`src/fmc_pkg.sv`:
```
// Constants and carrier types shared by the fan monitor register group.
// Summary of operation
// - Three duty ceilings, reset to full scale.
// - Lock makes lockable registers ignore writes.
// - Run bit selects programmed or default limits.
// - Run bit frozen once lock written.
// - Lock bit sets once until power cycle.
// - Ready bit set by device after power-up.
// - All-fans-max bit resets zero, never locked.
// - Core power report flag, lockable, informational.
// - Spin-up pulse skip holds drive for timeout.
// - Bus timeout select bit, lockable.
// - Supply scaling: one 5 V, zero 3.3 V.
// - Status bits 0-2 flag voltage limits.
// - Limit flags clear on read if condition gone.
// - Bit 3: 5 V limit or thermal timer.
// - Bits 4-6 flag temperature limits.
// - Bit 7 is OR of second status.
package fmc_pkg;
  localparam logic [7:0] DUTY1_OFS = 8'h38;
  localparam logic [7:0] DUTY2_OFS = 8'h39;
  localparam logic [7:0] DUTY3_OFS = 8'h3A;
  localparam logic [7:0] CFG_OFS = 8'h40;
  localparam logic [7:0] STAT1_OFS = 8'h41;
  localparam logic [7:0] IRQ_EN_OFS = 8'h50;
  localparam logic [7:0] IRQ_STAT_OFS = 8'h51;
  localparam logic [7:0] IRQ_CLR_OFS = 8'h52;
  localparam logic [7:0] DUTY_RST = 8'hFF;
  localparam logic [7:0] CFG_RST = 8'h01;
  localparam logic [7:0] STAT_RST = 8'h00;
  localparam logic [2:0] IRQ_RST = 3'h0;
  localparam int CFG_RUN = 0;
  localparam int CFG_LOCK = 1;
  localparam int CFG_RDY = 2;
  localparam int CFG_MAX = 3;
  localparam int CFG_VXI = 4;
  localparam int CFG_SKIP = 5;
  localparam int CFG_TMO = 6;
  localparam int CFG_VCC = 7;
  localparam int ST_SUM = 7;
  localparam int IRQ_LOCK = 0;
  localparam int IRQ_LIMIT = 1;
  localparam int IRQ_READY = 2;
  // Power-up settling time before the ready bit rises.
  localparam int PWRUP_NS = 1000;
  localparam int CLK_NS = 5;
  localparam int PWRUP_CYC = (PWRUP_NS + CLK_NS - 1) / CLK_NS;
  typedef struct packed {
    logic [7:0] addr;
    logic [7:0] wdata;
    logic wr;
    logic rd;
  } fmc_bus_s;
  typedef struct packed {
    logic vcc_5v;
    logic bus_timeout;
    logic spinup_skip;
    logic core_report;
    logic all_max;
    logic ready;
    logic locked;
    logic run;
  } fmc_cfg_s;
endpackage

```
`src/fmc_flag_bit.sv`:
```
// One clear-on-read limit flag with its own assertions.
module fmc_flag_bit (
  input wire logic clk_in, // Clock.
  input wire logic rst_in, // Synchronous reset.
  input wire logic ce_in, // Clock enable.
  input wire logic cond_in, // Live limit condition.
  input wire logic rd_in, // Host read of the status register.
  output logic flag_out // Latched flag.
);

  // A read only clears the flag once the condition is gone; set wins.
  always_ff @(posedge clk_in) begin
    if (rst_in) begin
      flag_out <= 1'b0;
    end else if (ce_in) begin
      if (cond_in) begin
        flag_out <= 1'b1;
      end else if (rd_in) begin
        flag_out <= 1'b0;
      end
    end
  end
endmodule

```
`src/fmc_regs.sv`:
```
// Duty ceilings, main configuration and first status register group.
module fmc_regs (
  input wire logic clk_in, // 200 MHz clock.
  input wire logic rst_in, // Synchronous reset, active high.
  input wire logic ce_in, // Clock enable; low freezes all state.
  input wire fmc_pkg::fmc_bus_s bus_in, // Register bus request.
  output logic [7:0] rdata_out, // Read data, cycle after read strobe.
  input wire logic [2:0] volt_cond_in, // 2.5 V, core, supply out of limit.
  input wire logic volt5_cond_in, // 5 V out of limit.
  input wire logic thermal_limit_pin_timer_in, // Thermal timer limit exceeded.
  input wire logic thermal_limit_pin_pin_mode_in, // Shared pin is thermal-limit input.
  input wire logic [2:0] temp_cond_in, // Remote1, local, remote2 limits.
  input wire logic [7:0] second_status_in, // Second status register.
  output logic [7:0] duty1_out, // Duty ceiling, output 1.
  output logic [7:0] duty2_out, // Duty ceiling, output 2.
  output logic [7:0] duty3_out, // Duty ceiling, output 3.
  output fmc_pkg::fmc_cfg_s cfg_out, // Configuration bits.
  output logic irq_out // Level interrupt.
);
  logic [7:0] duty1_reg;
  logic [7:0] duty2_reg;
  logic [7:0] duty3_reg;
  logic [7:0] cfg_reg;
  logic [7:0] stat_reg;
  logic [2:0] irq_en_reg;
  logic [2:0] irq_st_reg;
  logic [2:0] irq_ev;
  logic [6:0] cond_vec;
  logic [6:0] flags;
  logic stat_rd;
  logic locked;
  // Counter width follows the settling count, so it cannot wrap early.
  localparam int PWR_W = $clog2(fmc_pkg::PWRUP_CYC + 1);
  localparam logic [PWR_W-1:0] PWR_END = PWR_W'(fmc_pkg::PWRUP_CYC);
  // Bits that stay live under lock: ready is owned by the device, and
  // all-fans-max stays reachable so a locked system can still cool hard.
  localparam logic [7:0] CFG_FREE = (8'h01 << fmc_pkg::CFG_RDY) |
    (8'h01 << fmc_pkg::CFG_MAX);
  logic [PWR_W-1:0] pwr_cnt_reg;
  logic pwr_done;
  logic [7:0] rdata_next;

  // Write to the given address, accepted only while unlocked.
  function automatic logic wr_hit(input fmc_pkg::fmc_bus_s b,
                                  input logic [7:0] ofs,
                                  input logic lk);
    wr_hit = b.wr && b.addr == ofs && !lk;
  endfunction

  assign locked = cfg_reg[fmc_pkg::CFG_LOCK];
  assign stat_rd = bus_in.rd && bus_in.addr == fmc_pkg::STAT1_OFS;

  // Duty ceilings start at full scale and freeze once locked.
  always_ff @(posedge clk_in) begin
    if (rst_in) begin
      duty1_reg <= fmc_pkg::DUTY_RST;
      duty2_reg <= fmc_pkg::DUTY_RST;
      duty3_reg <= fmc_pkg::DUTY_RST;
    end else if (ce_in) begin
      if (wr_hit(bus_in, fmc_pkg::DUTY1_OFS, locked)) begin
        duty1_reg <= bus_in.wdata;
      end
      if (wr_hit(bus_in, fmc_pkg::DUTY2_OFS, locked)) begin
        duty2_reg <= bus_in.wdata;
      end
      if (wr_hit(bus_in, fmc_pkg::DUTY3_OFS, locked)) begin
        duty3_reg <= bus_in.wdata;
      end
    end
  end

  // Power-up counter; the ready bit only rises when it expires.
  assign pwr_done = pwr_cnt_reg == PWR_END;
  always_ff @(posedge clk_in) begin
    if (rst_in) begin
      pwr_cnt_reg <= '0;
    end else if (ce_in && !pwr_done) begin
      pwr_cnt_reg <= pwr_cnt_reg + 1'b1;
    end
  end

  // Configuration: lockable bits hold once lock is set; all-fans-max never
  // locks. Reset stands in for a power cycle, the only way to unlock.
  always_ff @(posedge clk_in) begin
    if (rst_in) begin
      cfg_reg <= fmc_pkg::CFG_RST;
    end else if (ce_in) begin
      if (pwr_done) begin
        cfg_reg[fmc_pkg::CFG_RDY] <= 1'b1;
      end
      if (bus_in.wr && bus_in.addr == fmc_pkg::CFG_OFS) begin
        cfg_reg[fmc_pkg::CFG_MAX] <= bus_in.wdata[fmc_pkg::CFG_MAX];
        if (!locked) begin
          cfg_reg[fmc_pkg::CFG_RUN] <= bus_in.wdata[fmc_pkg::CFG_RUN];
          cfg_reg[fmc_pkg::CFG_LOCK] <= bus_in.wdata[fmc_pkg::CFG_LOCK];
          cfg_reg[fmc_pkg::CFG_VXI] <= bus_in.wdata[fmc_pkg::CFG_VXI];
          cfg_reg[fmc_pkg::CFG_SKIP] <= bus_in.wdata[fmc_pkg::CFG_SKIP];
          cfg_reg[fmc_pkg::CFG_TMO] <= bus_in.wdata[fmc_pkg::CFG_TMO];
          cfg_reg[fmc_pkg::CFG_VCC] <= bus_in.wdata[fmc_pkg::CFG_VCC];
        end
      end
    end
  end

  // Bit 3 picks its source from how the shared pin is configured.
  assign cond_vec = {temp_cond_in,
                     thermal_limit_pin_pin_mode_in ? thermal_limit_pin_timer_in : volt5_cond_in,
                     volt_cond_in};

  // One flag cell per limit bit.
  genvar gi;
  generate
    for (gi = 0; gi < 7; gi++) begin : g_flag
      fmc_flag_bit u_flag (
        .clk_in(clk_in),
        .rst_in(rst_in),
        .ce_in(ce_in),
        .cond_in(cond_vec[gi]),
        .rd_in(stat_rd),
        .flag_out(flags[gi])
      );
    end
  endgenerate

  // Summary bit follows the second status register with no latency, so a
  // read never reports an event there that is already gone. Host writes
  // have no path into it.
  assign stat_reg = {|second_status_in, flags};

  // Interrupt events: lock taken, any first status bit (limit flags or summary), ready reached.
  assign irq_ev[fmc_pkg::IRQ_LOCK] = locked;
  assign irq_ev[fmc_pkg::IRQ_LIMIT] = |stat_reg;
  assign irq_ev[fmc_pkg::IRQ_READY] = cfg_reg[fmc_pkg::CFG_RDY];

  // Sticky interrupt status; an event in the clearing cycle wins.
  always_ff @(posedge clk_in) begin
    if (rst_in) begin
      irq_st_reg <= fmc_pkg::IRQ_RST;
      irq_en_reg <= fmc_pkg::IRQ_RST;
    end else if (ce_in) begin
      if (bus_in.wr && bus_in.addr == fmc_pkg::IRQ_EN_OFS) begin
        irq_en_reg <= bus_in.wdata[2:0];
      end
      if (bus_in.wr && bus_in.addr == fmc_pkg::IRQ_CLR_OFS) begin
        irq_st_reg <= (irq_st_reg & ~bus_in.wdata[2:0]) | irq_ev;
      end else begin
        irq_st_reg <= irq_st_reg | irq_ev;
      end
    end
  end

  // Read mux; unmapped addresses read zero.
  always_comb begin
    rdata_next = 8'h00;
    unique case (bus_in.addr)
      fmc_pkg::DUTY1_OFS: rdata_next = duty1_reg;
      fmc_pkg::DUTY2_OFS: rdata_next = duty2_reg;
      fmc_pkg::DUTY3_OFS: rdata_next = duty3_reg;
      fmc_pkg::CFG_OFS: rdata_next = cfg_reg;
      fmc_pkg::STAT1_OFS: rdata_next = stat_reg;
      fmc_pkg::IRQ_EN_OFS: rdata_next = {5'h00, irq_en_reg};
      fmc_pkg::IRQ_STAT_OFS: rdata_next = {5'h00, irq_st_reg};
      default: rdata_next = 8'h00;
    endcase
  end

  // Output registers; read data stand only in the cycle after the strobe.
  always_ff @(posedge clk_in) begin
    if (rst_in) begin
      rdata_out <= 8'h00;
      duty1_out <= fmc_pkg::DUTY_RST;
      duty2_out <= fmc_pkg::DUTY_RST;
      duty3_out <= fmc_pkg::DUTY_RST;
      cfg_out <= fmc_pkg::CFG_RST;
      irq_out <= 1'b0;
    end else if (ce_in) begin
      rdata_out <= bus_in.rd ? rdata_next : 8'h00;
      duty1_out <= duty1_reg;
      duty2_out <= duty2_reg;
      duty3_out <= duty3_reg;
      // The run bit is passed out for the limit engines to pick programmed
      // or default limits; programmed values are never touched here.
      cfg_out <= cfg_reg;
      irq_out <= |(irq_st_reg & irq_en_reg);
    end
  end
endmodule
```
`config.mk`:
```
export PLATFORM = sky130hd
export DESIGN_NAME = fmc_regs
export DESIGN_NICKNAME = d
export VERILOG_FILES = /design/src/fmc_pkg.sv /design/src/fmc_flag_bit.sv /design/src/fmc_regs.sv
export SDC_FILE = /design/constraint.sdc
export NUM_CORES = 1
export LEC_CHECK = 0
export BUFFER_PORTS_ARGS = -buffer_cell sky130_fd_sc_hd__buf_2
export CELL_PAD_IN_SITES_DETAIL_PLACEMENT = 1
export CELL_PAD_IN_SITES_GLOBAL_PLACEMENT = 2
export CORE_MARGIN = 2
export CORE_UTILIZATION = 37
export DETAILED_ROUTE_END_ITERATION = 12
export MAX_ROUTING_LAYER = met4
export PLACE_DENSITY_LB_ADDON = 0.25
export SKIP_CTS_REPAIR_TIMING = 1
export SKIP_LAST_GASP = 1
export SLEW_MARGIN = 20
export SYNTH_ARGS = -nofsm -noshare
export SYNTH_HDL_FRONTEND = slang
export SYNTH_HIERARCHICAL = 1
export SYNTH_SLANG_ARGS = --single-unit
```
`constraint.sdc`:
```
create_clock -name clk_in -period 4.8 [get_ports clk_in]
set_input_delay 0.48 -clock clk_in [delete_from_list [all_inputs] [get_ports clk_in]]
set_output_delay 0.48 -clock clk_in [all_outputs]
set_load 0.02 [all_outputs]
```
==> results of run 1 <==
cell families after synthesis:
| kind of cell | count (synthesis) |
|---|---|
| flip-flops | 94 |
| multiplexers | 39 |
| XOR/XNOR | 5 |
| adder cells (fa/ha/maj) | 2 |
| buffers and inverters | 31 |
| AND/OR/NAND/NOR | 135 |
| AO/OA/AOI/OAI | 109 |
layout by cell type (no fill, tap or decap), types with 3 or more instances in the layout:
cell type,netlist,routed
sky130_fd_sc_hd__a211oi_1,10,10
sky130_fd_sc_hd__buf_2,4,78
sky130_fd_sc_hd__a211o_1,34,34
sky130_fd_sc_hd__buf_4,0,3
sky130_fd_sc_hd__nand4_1,4,4
sky130_fd_sc_hd__o2bb2ai_1,8,8
sky130_fd_sc_hd__nor2b_1,35,35
sky130_fd_sc_hd__a21oi_1,17,17
sky130_fd_sc_hd__nor4_1,3,3
sky130_fd_sc_hd__o21ai_0,14,14
sky130_fd_sc_hd__nand2_1,22,22
sky130_fd_sc_hd__mux2i_1,31,31
sky130_fd_sc_hd__or3_1,3,3
sky130_fd_sc_hd__dfxtp_1,94,94
sky130_fd_sc_hd__a21oi_2,7,7
sky130_fd_sc_hd__a21bo_1,7,7
sky130_fd_sc_hd__clkbuf_8,0,10
sky130_fd_sc_hd__inv_1,4,4
sky130_fd_sc_hd__a22oi_1,7,7
sky130_fd_sc_hd__nor2_1,45,45
sky130_fd_sc_hd__nand2b_1,3,3
sky130_fd_sc_hd__mux2_2,6,6
sky130_fd_sc_hd__xor2_1,4,4
metal layers:
metal / wire length [um] / vias up
met3: 444 / 12
met1: 5460 / 1600
met5: 0 / -
met4: 177 / 0
li1: - / 1629
met2: 4920 / 72
through the flow:
stage	power (mW)	util	cell area (um2)
final	1.55	0.442	4790
after global routing	1.61	0.442	4790
after CTS	1.57	0.442	4790
after detailed placement	0.973	0.421	4570
after global placement	0.970	0.421	4570
after floorplan	0.916	-	4110
worst min-delay path: cells and delay by family:
kind	cells	cell delay [ns]
AO/OA/AOI/OAI	1	0.05
buffers and inverters	1	0.10
AND/OR/NAND/NOR	1	0.06
area by class of cell:
class                   count  area, um2  area share
multi-input cells         290       2080       0.435
well taps                 140        175      0.0366
flip-flops and latches     94       1880       0.393
clock buffers              10        138      0.0287
inverters                   4       15.0     0.00314
clock inverters             6       85.1      0.0178
repair buffers             81        413      0.0862
synth_stat cells, drive strengths merged (6+ instances only):
cell type,number,area [um2]
dfxtp,94,1880
nor2,45,169
nor2b,35,219
a211o,34,298
mux2i,31,310
a21oi,24,146
nand2,22,82.6
clkbuf,16,60.1
o21ai,15,75.1
buf,11,70.1
a211oi,10,75.1
o2bb2ai,8,70.1
a21bo,7,70.1
a22oi,7,52.6
mux2,6,67.6
path summary, 6_finish.rpt:
path,slack (ns),cells past startpoint,end,startpoint
setup / recovery,2.65,5,cfg_reg[0],ce_in
setup reg to reg,3.02,3,duty2_reg[3],cfg_reg[1]
hold reg to reg,0.46,2,rdata_out[1],rdata_out[1]
hold / removal,0.35,3,g_flag[0].u_flag/flag_out,volt_cond_in[0]
power by group through the flow:
stage               clock, mW  sequential [mW]  combinational, mW
global placement            0            0.825              0.145
global route            0.639            0.810              0.162
CTS                     0.613            0.807              0.148
detailed placement          0            0.825              0.147
finish                  0.593            0.807              0.147
floorplan                   0            0.837             0.0798
==> impl_metrics.csv, run 1 <==
group,metric,value,unit
grt,grt_util_all_layers,0.199,
sta,setup-violations-final,0,
outcome,status,"finished clean",
sta,worst_setup_slack_final,2.65,ns
worst_setup_path,crit_fanout,39,
cells_and_area,insertedDiodeCount,0,
synth,synthesis.nets,455,
synth,synth_top_family_by_area,"compound AO/OA/AOI/OAI gates",
worst_setup_path,endpoint_kind,"register",
routing,num_vias,3313,
sta,max_clock_freq,464,MHz
synth,netlist_instances,415,
power_and_ir_drop,cellPowerDensity,323,nW/um2
routing,drc,0,
min_path,hold_path.class,"primary input to register",
power_and_ir_drop,clockPowerShare,0.383,
place,gpl.final_weighted_congestion,0.780,
place,preCtsSetupSlack,2.25,ns
worst_setup_path,cp_top_family,"simple AND/OR/NAND/NOR gates",
place,hpwlAfterDp,8.08,mm
synth,synth-xor-area-share,0.0107,
grt,maximum_number_of_pins_on_one_net_before_global_route_repair,56,
cells_and_area,post_route_cells_drive_above_1_share,0.252,
routing,dr.first_iter.drc_count,141,
die,cell_row_count,38,
power_and_ir_drop,worst_supply_voltage_drop_on_vdd,0.134,mV
sta,worst-slew-pin-transition,0.791,ns
clocking,clock_tree_from_tritoncts,"built",
synth,synth.ff_latch_count,94,
power_and_ir_drop,power_leakage,1.82,nW
die,effective_utilization_at_floorplan,0.379,
die,ioPinCount,79,
job,cap_viol_max_count,0,
grt,grt_most_used_layer,"met2",
worst_setup_path,worst_setup_path_start_kind,"primary input",
worst_setup_path,path_cells,"buf_2 > and3b_1 > nor4b_4 > nor2b_1 > a211o_1",
clocking,cts_max_level,3,
synth,muxShareOfSynthArea,0.103,
power_and_ir_drop,comb_power_share,0.095,
grt,grt_first_pass_wirelength,17.4,mm
sta,fin_tns_setup,0,ns
routing,first_pass_iteration_count_of_the_detailed_router,4,
sta,slew_viol_final,0,
cells_and_area,finish.net_count,520,
routing,wl_per_cell,17.6,um
synth,post_synthesis_simple_gate_area_fraction,0.187,
power_and_ir_drop,internal_power,1.16,mW
sta,hold_ws,0.355,ns
cells_and_area,final-instance-count-excl-fill,625,
place,io_buffer_count,78,
grt,groute.layer.met3.usage,0.0445,
worst_setup_path,highest_cell_delay_on_the_worst_timing_path,0.55,ns
clocking,cts-buffers-inserted,9,
clocking,cts.clk_slew.worst_paths,0.09,ns
grt,number_of_global_route_vias_before_repair,3201,
cells_and_area,synth_to_layout_area_growth,16.6,%
die,width_of_the_die,109,um
power_and_ir_drop,netSwitchingFraction,0.250,
grt,grt.met1_usage,0.273,
worst_setup_path,critical_path.n_buffers_inverters,1,
synth,synth-warning-count,6,
die,die_height,109,um
worst_setup_path,critPathKind,"primary input to register",
place,place.detailed.instances,609,
clocking,cts.sinks,94,
routing,totalWireLength,11.0,mm
synth,synth_cell_type_count,49,
sta,clock_skew,0.00752,ns
sta,final_min_period_over_clock_period,0.449,
synth,syn_area_per_cell,9.90,um2
worst_setup_path,crit_arrival,2.42,ns
die,core_region_area,10800,um2
sta,final_hold_viol_count,0,
synth,synth_enable_flop_cells,0,
worst_setup_path,slowest_stage,"sky130_fd_sc_hd__buf_2",
sta,final_period_minus_worst_setup_slack,2.15,ns
synth,synth-main-ff-cell,"sky130_fd_sc_hd__dfxtp_1",
synth,async_reset_ff_frac,0,
synth,synth_area,4110,um2
worst_setup_path,worstPathRequired,5.07,ns
synth,synth_fa_ha_area_frac,0.00609,
sta,worst_slew_margin_rel,0.469,
clocking,worst_skew_pair.late_latency,0.37,ns
grt,globalRoute.totalOverflow,0,
power_and_ir_drop,netSwitchingPower,0.387,mW
synth,yosysSeqAreaShare,0.458,
power_and_ir_drop,share_seq_of_total_power,0.522,
synth,synth_compound_gate_area_share,0.200,
cells_and_area,number_of_inserted_filler_cells_in_the_final_layout,1264,
clocking,clk_path_buf_depth,2,
routing,antenna_left,0,
sta,rsz_0062_raised_after_global_routing,"no",
grt,antenna_found_initial,0,
die,die_area,12000,um2
routing,avgViaCountPerCell,5.30,
grt,global_route.usage.met2,0.292,
clocking,cts_root_buffer,"sky130_fd_sc_hd__clkbuf_8",
Power figures use the tool's default switching activity.
==> run 2: changes to the inputs <==
--- a/config.mk
+++ b/config.mk
@@ -9,7 +9,7 @@
 export CELL_PAD_IN_SITES_DETAIL_PLACEMENT = 1
 export CELL_PAD_IN_SITES_GLOBAL_PLACEMENT = 2
 export CORE_MARGIN = 2
-export CORE_UTILIZATION = 37
+export CORE_UTILIZATION = 31
 export DETAILED_ROUTE_END_ITERATION = 12
 export MAX_ROUTING_LAYER = met4
 export PLACE_DENSITY_LB_ADDON = 0.25
==> constraint.sdc (replaced) <==
create_clock -name clk_in -period 1.9 [get_ports clk_in]
set_input_delay 0.19 -clock clk_in [delete_from_list [all_inputs] [get_ports clk_in]]
set_output_delay 0.19 -clock clk_in [all_outputs]
set_load 0.02 [all_outputs]
==> impl_metrics.csv, run 2 (synthesized netlist as in run 1, its figures left out) <==
group,metric,value,unit
worst_setup_path,endpoint_kind,"register",
job,cap_viol_max_count,0,
worst_setup_path,highest_cell_delay_on_the_worst_timing_path,0.38,ns
worst_setup_path,critPathKind,"register to register",
clocking,worst_skew_pair.late_latency,0.34,ns
cells_and_area,finish.net_count,531,
die,die_height,119,um
grt,globalRoute.totalOverflow,0,
cells_and_area,final-instance-count-excl-fill,672,
worst_setup_path,worstPathRequired,2.12,ns
place,placed_area,4730,um2
routing,avgViaCountPerCell,4.96,
routing,num_vias,3330,
grt,antenna_found_initial,0,
power_and_ir_drop,worst_supply_voltage_drop_on_vdd,0.322,mV
worst_setup_path,worst_setup_path_start_kind,"register",
routing,first_pass_iteration_count_of_the_detailed_router,4,
clocking,cts-buffers-inserted,9,
grt,grt_first_pass_wirelength,18.3,mm
die,effective_utilization_at_floorplan,0.314,
cells_and_area,synth_to_layout_area_growth,21.7,%
die,cell_row_count,42,
sta,setup-violations-final,0,
min_path,hp-start,"temp_cond_in[2]",
routing,totalWireLength,11.3,mm
routing,antenna_left,0,
cells_and_area,number_of_inserted_filler_cells_in_the_final_layout,1505,
worst_setup_path,cp_top_family,"compound AO/OA/AOI/OAI gates",
worst_setup_path,slowest_stage,"sky130_fd_sc_hd__o21ai_0",
place,place.detailed.instances,656,
sta,max_clock_freq,661,MHz
worst_setup_path,crit_fanout,3,
worst_setup_path,worst_r2r_startpoint,"pwr_cnt_reg[0]",
worst_setup_path,path_cells,"inv_1 > ha_1 > nand4bb_1 > o21ai_0 > mux2i_1 > nor2_1",
clocking,cts_max_level,3,
grt,grt_util_all_layers,0.171,
worst_setup_path,reg2reg_depth,6,
cells_and_area,stdcell_area,5000,um2
grt,number_of_global_route_vias_before_repair,3411,
place,io_buffer_count,78,
clocking,cts_root_buffer,"sky130_fd_sc_hd__clkbuf_16",
place,preCtsSetupSlack,0.111,ns
sta,slew_viol_final,0,
min_path,hold_path.class,"primary input to register",
cells_and_area,utilization,0.382,
routing,dr.first_iter.drc_count,113,
min_path,worst_hold_endpoint,"g_flag[6].u_flag/flag_out",
worst_setup_path,r2r_slack,0.39,ns
die,ioPinCount,79,
place,hpwlAfterDp,8.30,mm
routing,wl_per_cell,16.8,um
sta,fin_tns_setup,0,ns
clocking,cts.sinks,94,
cells_and_area,leading_cell_types_in_the_layout_fill_and_taps_excluded,"sky130_fd_sc_hd__dfxtp_1 (94), sky130_fd_sc_hd__buf_2 (78), sky130_fd_sc_hd__nor2_1 (45), sky130_fd_sc_hd__nor2b_1 (35), sky130_fd_sc_hd__a211o_1 (34)",
routing,drc,0,
sta,final_min_period_over_clock_period,0.797,
clocking,cts.clk_slew.worst_paths,0.07,ns
min_path,holdPathStages,3,
die,die_area,14200,um2
outcome,status,"finished clean",
clocking,clk_path_buf_depth,2,
die,core_region_area,13100,um2
worst_setup_path,critical_path.n_buffers_inverters,1,
sta,final_hold_viol_count,0,
sta,worst-slew-pin-transition,0.541,ns
grt,maximum_number_of_pins_on_one_net_before_global_route_repair,61,
sta,worst_setup_slack_final,0.386,ns
worst_setup_path,worstReg2RegEnd,"pwr_cnt_reg[1]",
cells_and_area,mostFrequentLayoutCell,"sky130_fd_sc_hd__dfxtp_1",
sta,worst_slew_margin_rel,0.638,
power_and_ir_drop,cellPowerDensity,819,nW/um2
cells_and_area,post_route_cells_drive_above_1_share,0.262,
power_and_ir_drop,power_leakage,1.91,nW
sta,final_period_minus_worst_setup_slack,1.51,ns
clocking,clock_tree_from_tritoncts,"built",
sta,clock_skew,0.00942,ns
cells_and_area,insertedDiodeCount,0,
sta,rsz_0062_raised_after_global_routing,"no",
place,gpl.final_weighted_congestion,0.831,
die,width_of_the_die,119,um
worst_setup_path,crit_arrival,1.73,ns
## run 2: cell count changes in the layout (fill, tap and decap cells not counted)
cell	change
sky130_fd_sc_hd__clkbuf_16	+9
sky130_fd_sc_hd__clkbuf_8	-9
sky130_fd_sc_hd__buf_4	+8
sky130_fd_sc_hd__buf_12	+3
sky130_fd_sc_hd__clkbuf_1	+3
sky130_fd_sc_hd__bufinv_16	-2
sky130_fd_sc_hd__clkinv_2	-1
## run 2: area by class of cell
type	instances	area [um2]	share of cell area
Clock buffer	13	250	0.0500
Clock inverter	3	20.0	0.00400
Inverter	4	15.0	0.00300
Multi-Input combinational cell	290	2080	0.416
Sequential cell	94	1880	0.376
Tap cell	176	220	0.0440
Timing Repair Buffer	92	533	0.107
## run 2: metal layers
layer	track usage	up-vias	wire [um]
met1	0.219	1586	5410
met5	-	-	0
li1	-	1662	-
met2	0.277	72	5280
met3	0.0273	10	431
met4	0.0580	0	159
## run 2: where the power goes
| group | switching, mW | internal [mW] |
|---|---|---|
| sequential | 0.0271 | 2.02 |
| clock | 0.742 | 0.922 |
| combinational | 0.229 | 0.159 |
| total | 0.998 | 3.10 |
## run 2: worst max path at each step
stage	start	cells past startpoint	endpoint
floorplan	bus_in[17]	5	duty2_reg[6]
global placement	bus_in[17]	6	duty3_reg[5]
detailed placement	bus_in[17]	6	duty3_reg[2]
CTS	pwr_cnt_reg[0]	6	pwr_cnt_reg[1]
global route	pwr_cnt_reg[0]	6	pwr_cnt_reg[1]
finish	pwr_cnt_reg[0]	6	pwr_cnt_reg[1]
## run 2: worst reg2reg max path: stages, from the launching register on
cell and delay (ns):
sky130_fd_sc_hd__dfxtp_1 0.32, sky130_fd_sc_hd__inv_1 0.09, sky130_fd_sc_hd__ha_1 0.16, sky130_fd_sc_hd__nand4bb_1 0.15, sky130_fd_sc_hd__o21ai_0 0.38, sky130_fd_sc_hd__mux2i_1 0.24
sky130_fd_sc_hd__nor2_1 0.06
## run 2: through the flow
stage,hold slack (ns),power (mW)
after floorplan,0.252,2.32
after global placement,0.438,2.47
after detailed placement,0.444,2.48
after CTS,0.0806,4.16
after global routing,0.0995,4.27
final,0.0982,4.09
==> run 3: changes to the inputs <==
--- a/config.mk
+++ b/config.mk
@@ -5,6 +5,7 @@
 export SDC_FILE = /design/constraint.sdc
 export NUM_CORES = 1
 export LEC_CHECK = 0
+export ABC_AREA = 1
 export BUFFER_PORTS_ARGS = -buffer_cell sky130_fd_sc_hd__buf_2
 export CELL_PAD_IN_SITES_DETAIL_PLACEMENT = 1
 export CELL_PAD_IN_SITES_GLOBAL_PLACEMENT = 2
==> constraint.sdc (replaced) <==
create_clock -name clk_in -period 1.5 [get_ports clk_in]
set_input_delay 0.15 -clock clk_in [delete_from_list [all_inputs] [get_ports clk_in]]
set_output_delay 0.15 -clock clk_in [all_outputs]
set_load 0.02 [all_outputs]
==> impl_metrics.csv, run 3 <==
group,metric,value,unit
sta,max_clock_freq,636,MHz
grt,globalRoute.totalOverflow,0,
routing,first_pass_iteration_count_of_the_detailed_router,4,
routing,avgViaCountPerCell,4.74,
clocking,clock_tree_from_tritoncts,"built",
die,die_area,14600,um2
synth,post-synth-top-count-cell,"sky130_fd_sc_hd__nand2_1",
worst_setup_path,critical_path.n_buffers_inverters,2,
routing,drc,0,
worst_setup_path,critical_path_cell_count,9,
job,cap_viol_max_count,0,
grt,grt_first_pass_wirelength,20.2,mm
place,preCtsSetupSlack,-0.148,ns
sta,slew_viol_final,0,
cells_and_area,finish.net_count,696,
synth,synth_fa_ha_area_frac,0.00591,
sta,final_period_minus_worst_setup_slack,1.57,ns
min_path,hold_path.class,"primary input to register",
clocking,worst_skew_pair.late_latency,0.34,ns
power_and_ir_drop,post-layout-total-power,5.25,mW
worst_setup_path,r2r_slack,-0.07,ns
grt,antenna_found_initial,0,
worst_setup_path,crit_fanout,6,
place,io_buffer_count,78,
routing,antenna_left,0,
cells_and_area,mostFrequentLayoutCell,"sky130_fd_sc_hd__nand2_1",
synth,synth-main-ff-cell,"sky130_fd_sc_hd__dfxtp_1",
synth,synth.area.top_cells,"sky130_fd_sc_hd__dfxtp_1 (44%), sky130_fd_sc_hd__nand2_1 (15%), sky130_fd_sc_hd__nand3_1 (6.9%)",
sta,rsz_0062_raised_after_global_routing,"yes",
synth,synth_area,4240,um2
worst_setup_path,endpoint_kind,"register",
worst_setup_path,cp_common_cell,"sky130_fd_sc_hd__nand2_2",
synth,synth.ff_latch_count,94,
synth,synth-xor-area-share,0.00827,
synth,synth_cell_type_count,31,
worst_setup_path,cp_top_family,"simple AND/OR/NAND/NOR gates",
die,width_of_the_die,121,um
synth,synth_enable_flop_cells,0,
synth,yosysTopAreaCell,"sky130_fd_sc_hd__dfxtp_1",
clocking,clk_path_buf_depth,2,
die,effective_utilization_at_floorplan,0.319,
clocking,cts.clk_slew.worst_paths,0.06,ns
cells_and_area,post_route_cells_drive_above_1_share,0.248,
worst_setup_path,reg2reg_depth,9,
worst_setup_path,setup.worst_path.end,"pwr_cnt_reg[4]",
worst_setup_path,critPathKind,"register to register",
synth,synth_top_family_by_area,"simple AND/OR/NAND/NOR gates",
cells_and_area,insertedDiodeCount,0,
routing,totalWireLength,12.4,mm
synth,netlist_top_cells_count,"sky130_fd_sc_hd__nand2_1 (165), sky130_fd_sc_hd__dfxtp_1 (94), sky130_fd_sc_hd__nand3_1 (58)",
worst_setup_path,worst_setup_path_start_kind,"register",
grt,number_of_global_route_vias_before_repair,4005,
grt,grt_util_all_layers,0.182,
synth,yosysSeqAreaShare,0.444,
worst_setup_path,worstSetupStartpoint,"pwr_cnt_reg[0]",
die,core_region_area,13300,um2
sta,final_min_period_over_clock_period,1.05,
cells_and_area,synth_to_layout_area_growth,23.5,%
synth,muxShareOfSynthArea,0.00266,
power_and_ir_drop,power_leakage,2.49,nW
synth,synth_compound_gate_area_share,0.139,
cells_and_area,leading_cell_types_in_the_layout_fill_and_taps_excluded,"sky130_fd_sc_hd__nand2_1 (159), sky130_fd_sc_hd__dfxtp_1 (92), sky130_fd_sc_hd__buf_2 (78), sky130_fd_sc_hd__nand3_1 (58), sky130_fd_sc_hd__nor2_1 (44)",
power_and_ir_drop,worst_supply_voltage_drop_on_vdd,0.577,mV
grt,maximum_number_of_pins_on_one_net_before_global_route_repair,67,
synth,synthDominantCellAreaShare,0.444,
synth,post_synthesis_simple_gate_area_fraction,0.326,
die,cell_row_count,42,
sta,clock_skew,0.00502,ns
worst_setup_path,worst_r2r_startpoint,"pwr_cnt_reg[0]",
routing,num_vias,3961,
worst_setup_path,path_cells,"inv_2 > ha_4 > nand2_2 > nor3_2 > nand4_1 > nand2_4 > inv_4 > nand2_2 > a21oi_2",
worst_setup_path,worstPathRequired,1.72,ns
place,gpl.final_weighted_congestion,0.768,
place,placed_area,4860,um2
power_and_ir_drop,cellPowerDensity,1000,nW/um2
cells_and_area,utilization,0.394,
die,die_height,121,um
clocking,cts_max_level,3,
synth,netlist_instances,572,
worst_setup_path,worstReg2RegEnd,"pwr_cnt_reg[4]",
cells_and_area,stdcell_area,5230,um2
worst_setup_path,crit_arrival,1.79,ns
sta,worst-slew-pin-transition,0.390,ns
worst_setup_path,slowest_stage,"sky130_fd_sc_hd__dfxtp_2",
sta,fin_tns_setup,-0.463,ns
clocking,cts-buffers-inserted,9,
sta,setup-violations-final,8,
synth,synthesis.nets,612,
routing,dr.first_iter.drc_count,191,
die,ioPinCount,79,
cells_and_area,number_of_inserted_filler_cells_in_the_final_layout,1676,
sta,worst_slew_margin_rel,0.740,
sta,worst_setup_slack_final,-0.0726,ns
place,hpwlAfterDp,9.16,mm
worst_setup_path,highest_cell_delay_on_the_worst_timing_path,0.33,ns
synth,async_reset_ff_frac,0,
outcome,violations,"negative setup slack",
sta,final_hold_viol_count,0,
routing,wl_per_cell,14.9,um
synth,synth-warning-count,6,
clocking,cts.sinks,94,
synth,syn_area_per_cell,7.41,um2
clocking,cts_root_buffer,"sky130_fd_sc_hd__clkbuf_16",
outcome,status,"finished, violations left",
==> run 3: cell types whose count changed after synthesis, sizes merged, moves of 8 or more <==
| cell | change |
|---|---|
| o2bb2ai | -8 |
| a21oi | +15 |
| o21ai | +11 |
| nor2 | +12 |
| a211oi | -10 |
| a211o | -34 |
| mux2i | -31 |
| nand3 | +60 |
| nor2b | -35 |
| nand2 | +148 |
| inv | +46 |
| o211ai | +27 |
==> run 3: logic make-up after synthesis <==
group,after synthesis
simple gates,299
compound gates,97
flops,94
buf+inv,75
xor+xnor,4
fa+ha+maj,2
mux,1
==> run 3: cell type report <==
cell class | count | area (um2) | area share
multi-input combinational | 404 | 2110 | 0.403
clock inverter | 1 | 5.00 | 0.000956
clock buffer | 14 | 264 | 0.0505
tap | 176 | 220 | 0.0421
sequential | 94 | 1880 | 0.360
timing repair buffer | 97 | 558 | 0.107
inverter | 50 | 193 | 0.0368
==> run 3: layer usage <==
metal  vias up  track usage  routed length (um)
met3         6       0.0437                 496
li1       2035            -                   -
met5         -            -                   0
met1      1852        0.235                5970
met4         0       0.0371                  95
met2        68        0.290                5860
==> run 3: worst min path at each step <==
stage                                            to            start  cells after the start
final                                  duty1_reg[5]        bus_in[7]                      3
after global routing      g_flag[0].u_flag/flag_out  volt_cond_in[0]                      3
after CTS                              duty1_reg[5]        bus_in[7]                      3
after detailed placement               duty1_reg[5]        bus_in[7]                      3
after global placement                 duty1_reg[5]        bus_in[7]                      3
after floorplan           g_flag[0].u_flag/flag_out           rst_in                      1
==> run 3: worst min-delay path, stage by stage <==
cell                      delay (ns)
sky130_fd_sc_hd__buf_2          0.09
sky130_fd_sc_hd__a21oi_1        0.06
sky130_fd_sc_hd__o21ai_0        0.06
==> run 3: metrics by stage <==
stage	std cells	hold slack, ns
6_report	836	0.0554
5_1_grt	836	0.0482
4_1_cts	831	0.0413
3_5_place_dp	816	0.406
3_3_place_gp	816	0.396
2_1_floorplan	572	0.212
==> run 3: report_power, final <==
group	leakage (nW)	switching, mW	total (mW)	internal, mW
registers	0.768	0.0402	2.60	2.56
clock network	0.133	0.909	2.11	1.20
logic	1.59	0.349	0.531	0.183
total	2.49	1.30	5.25	3.95
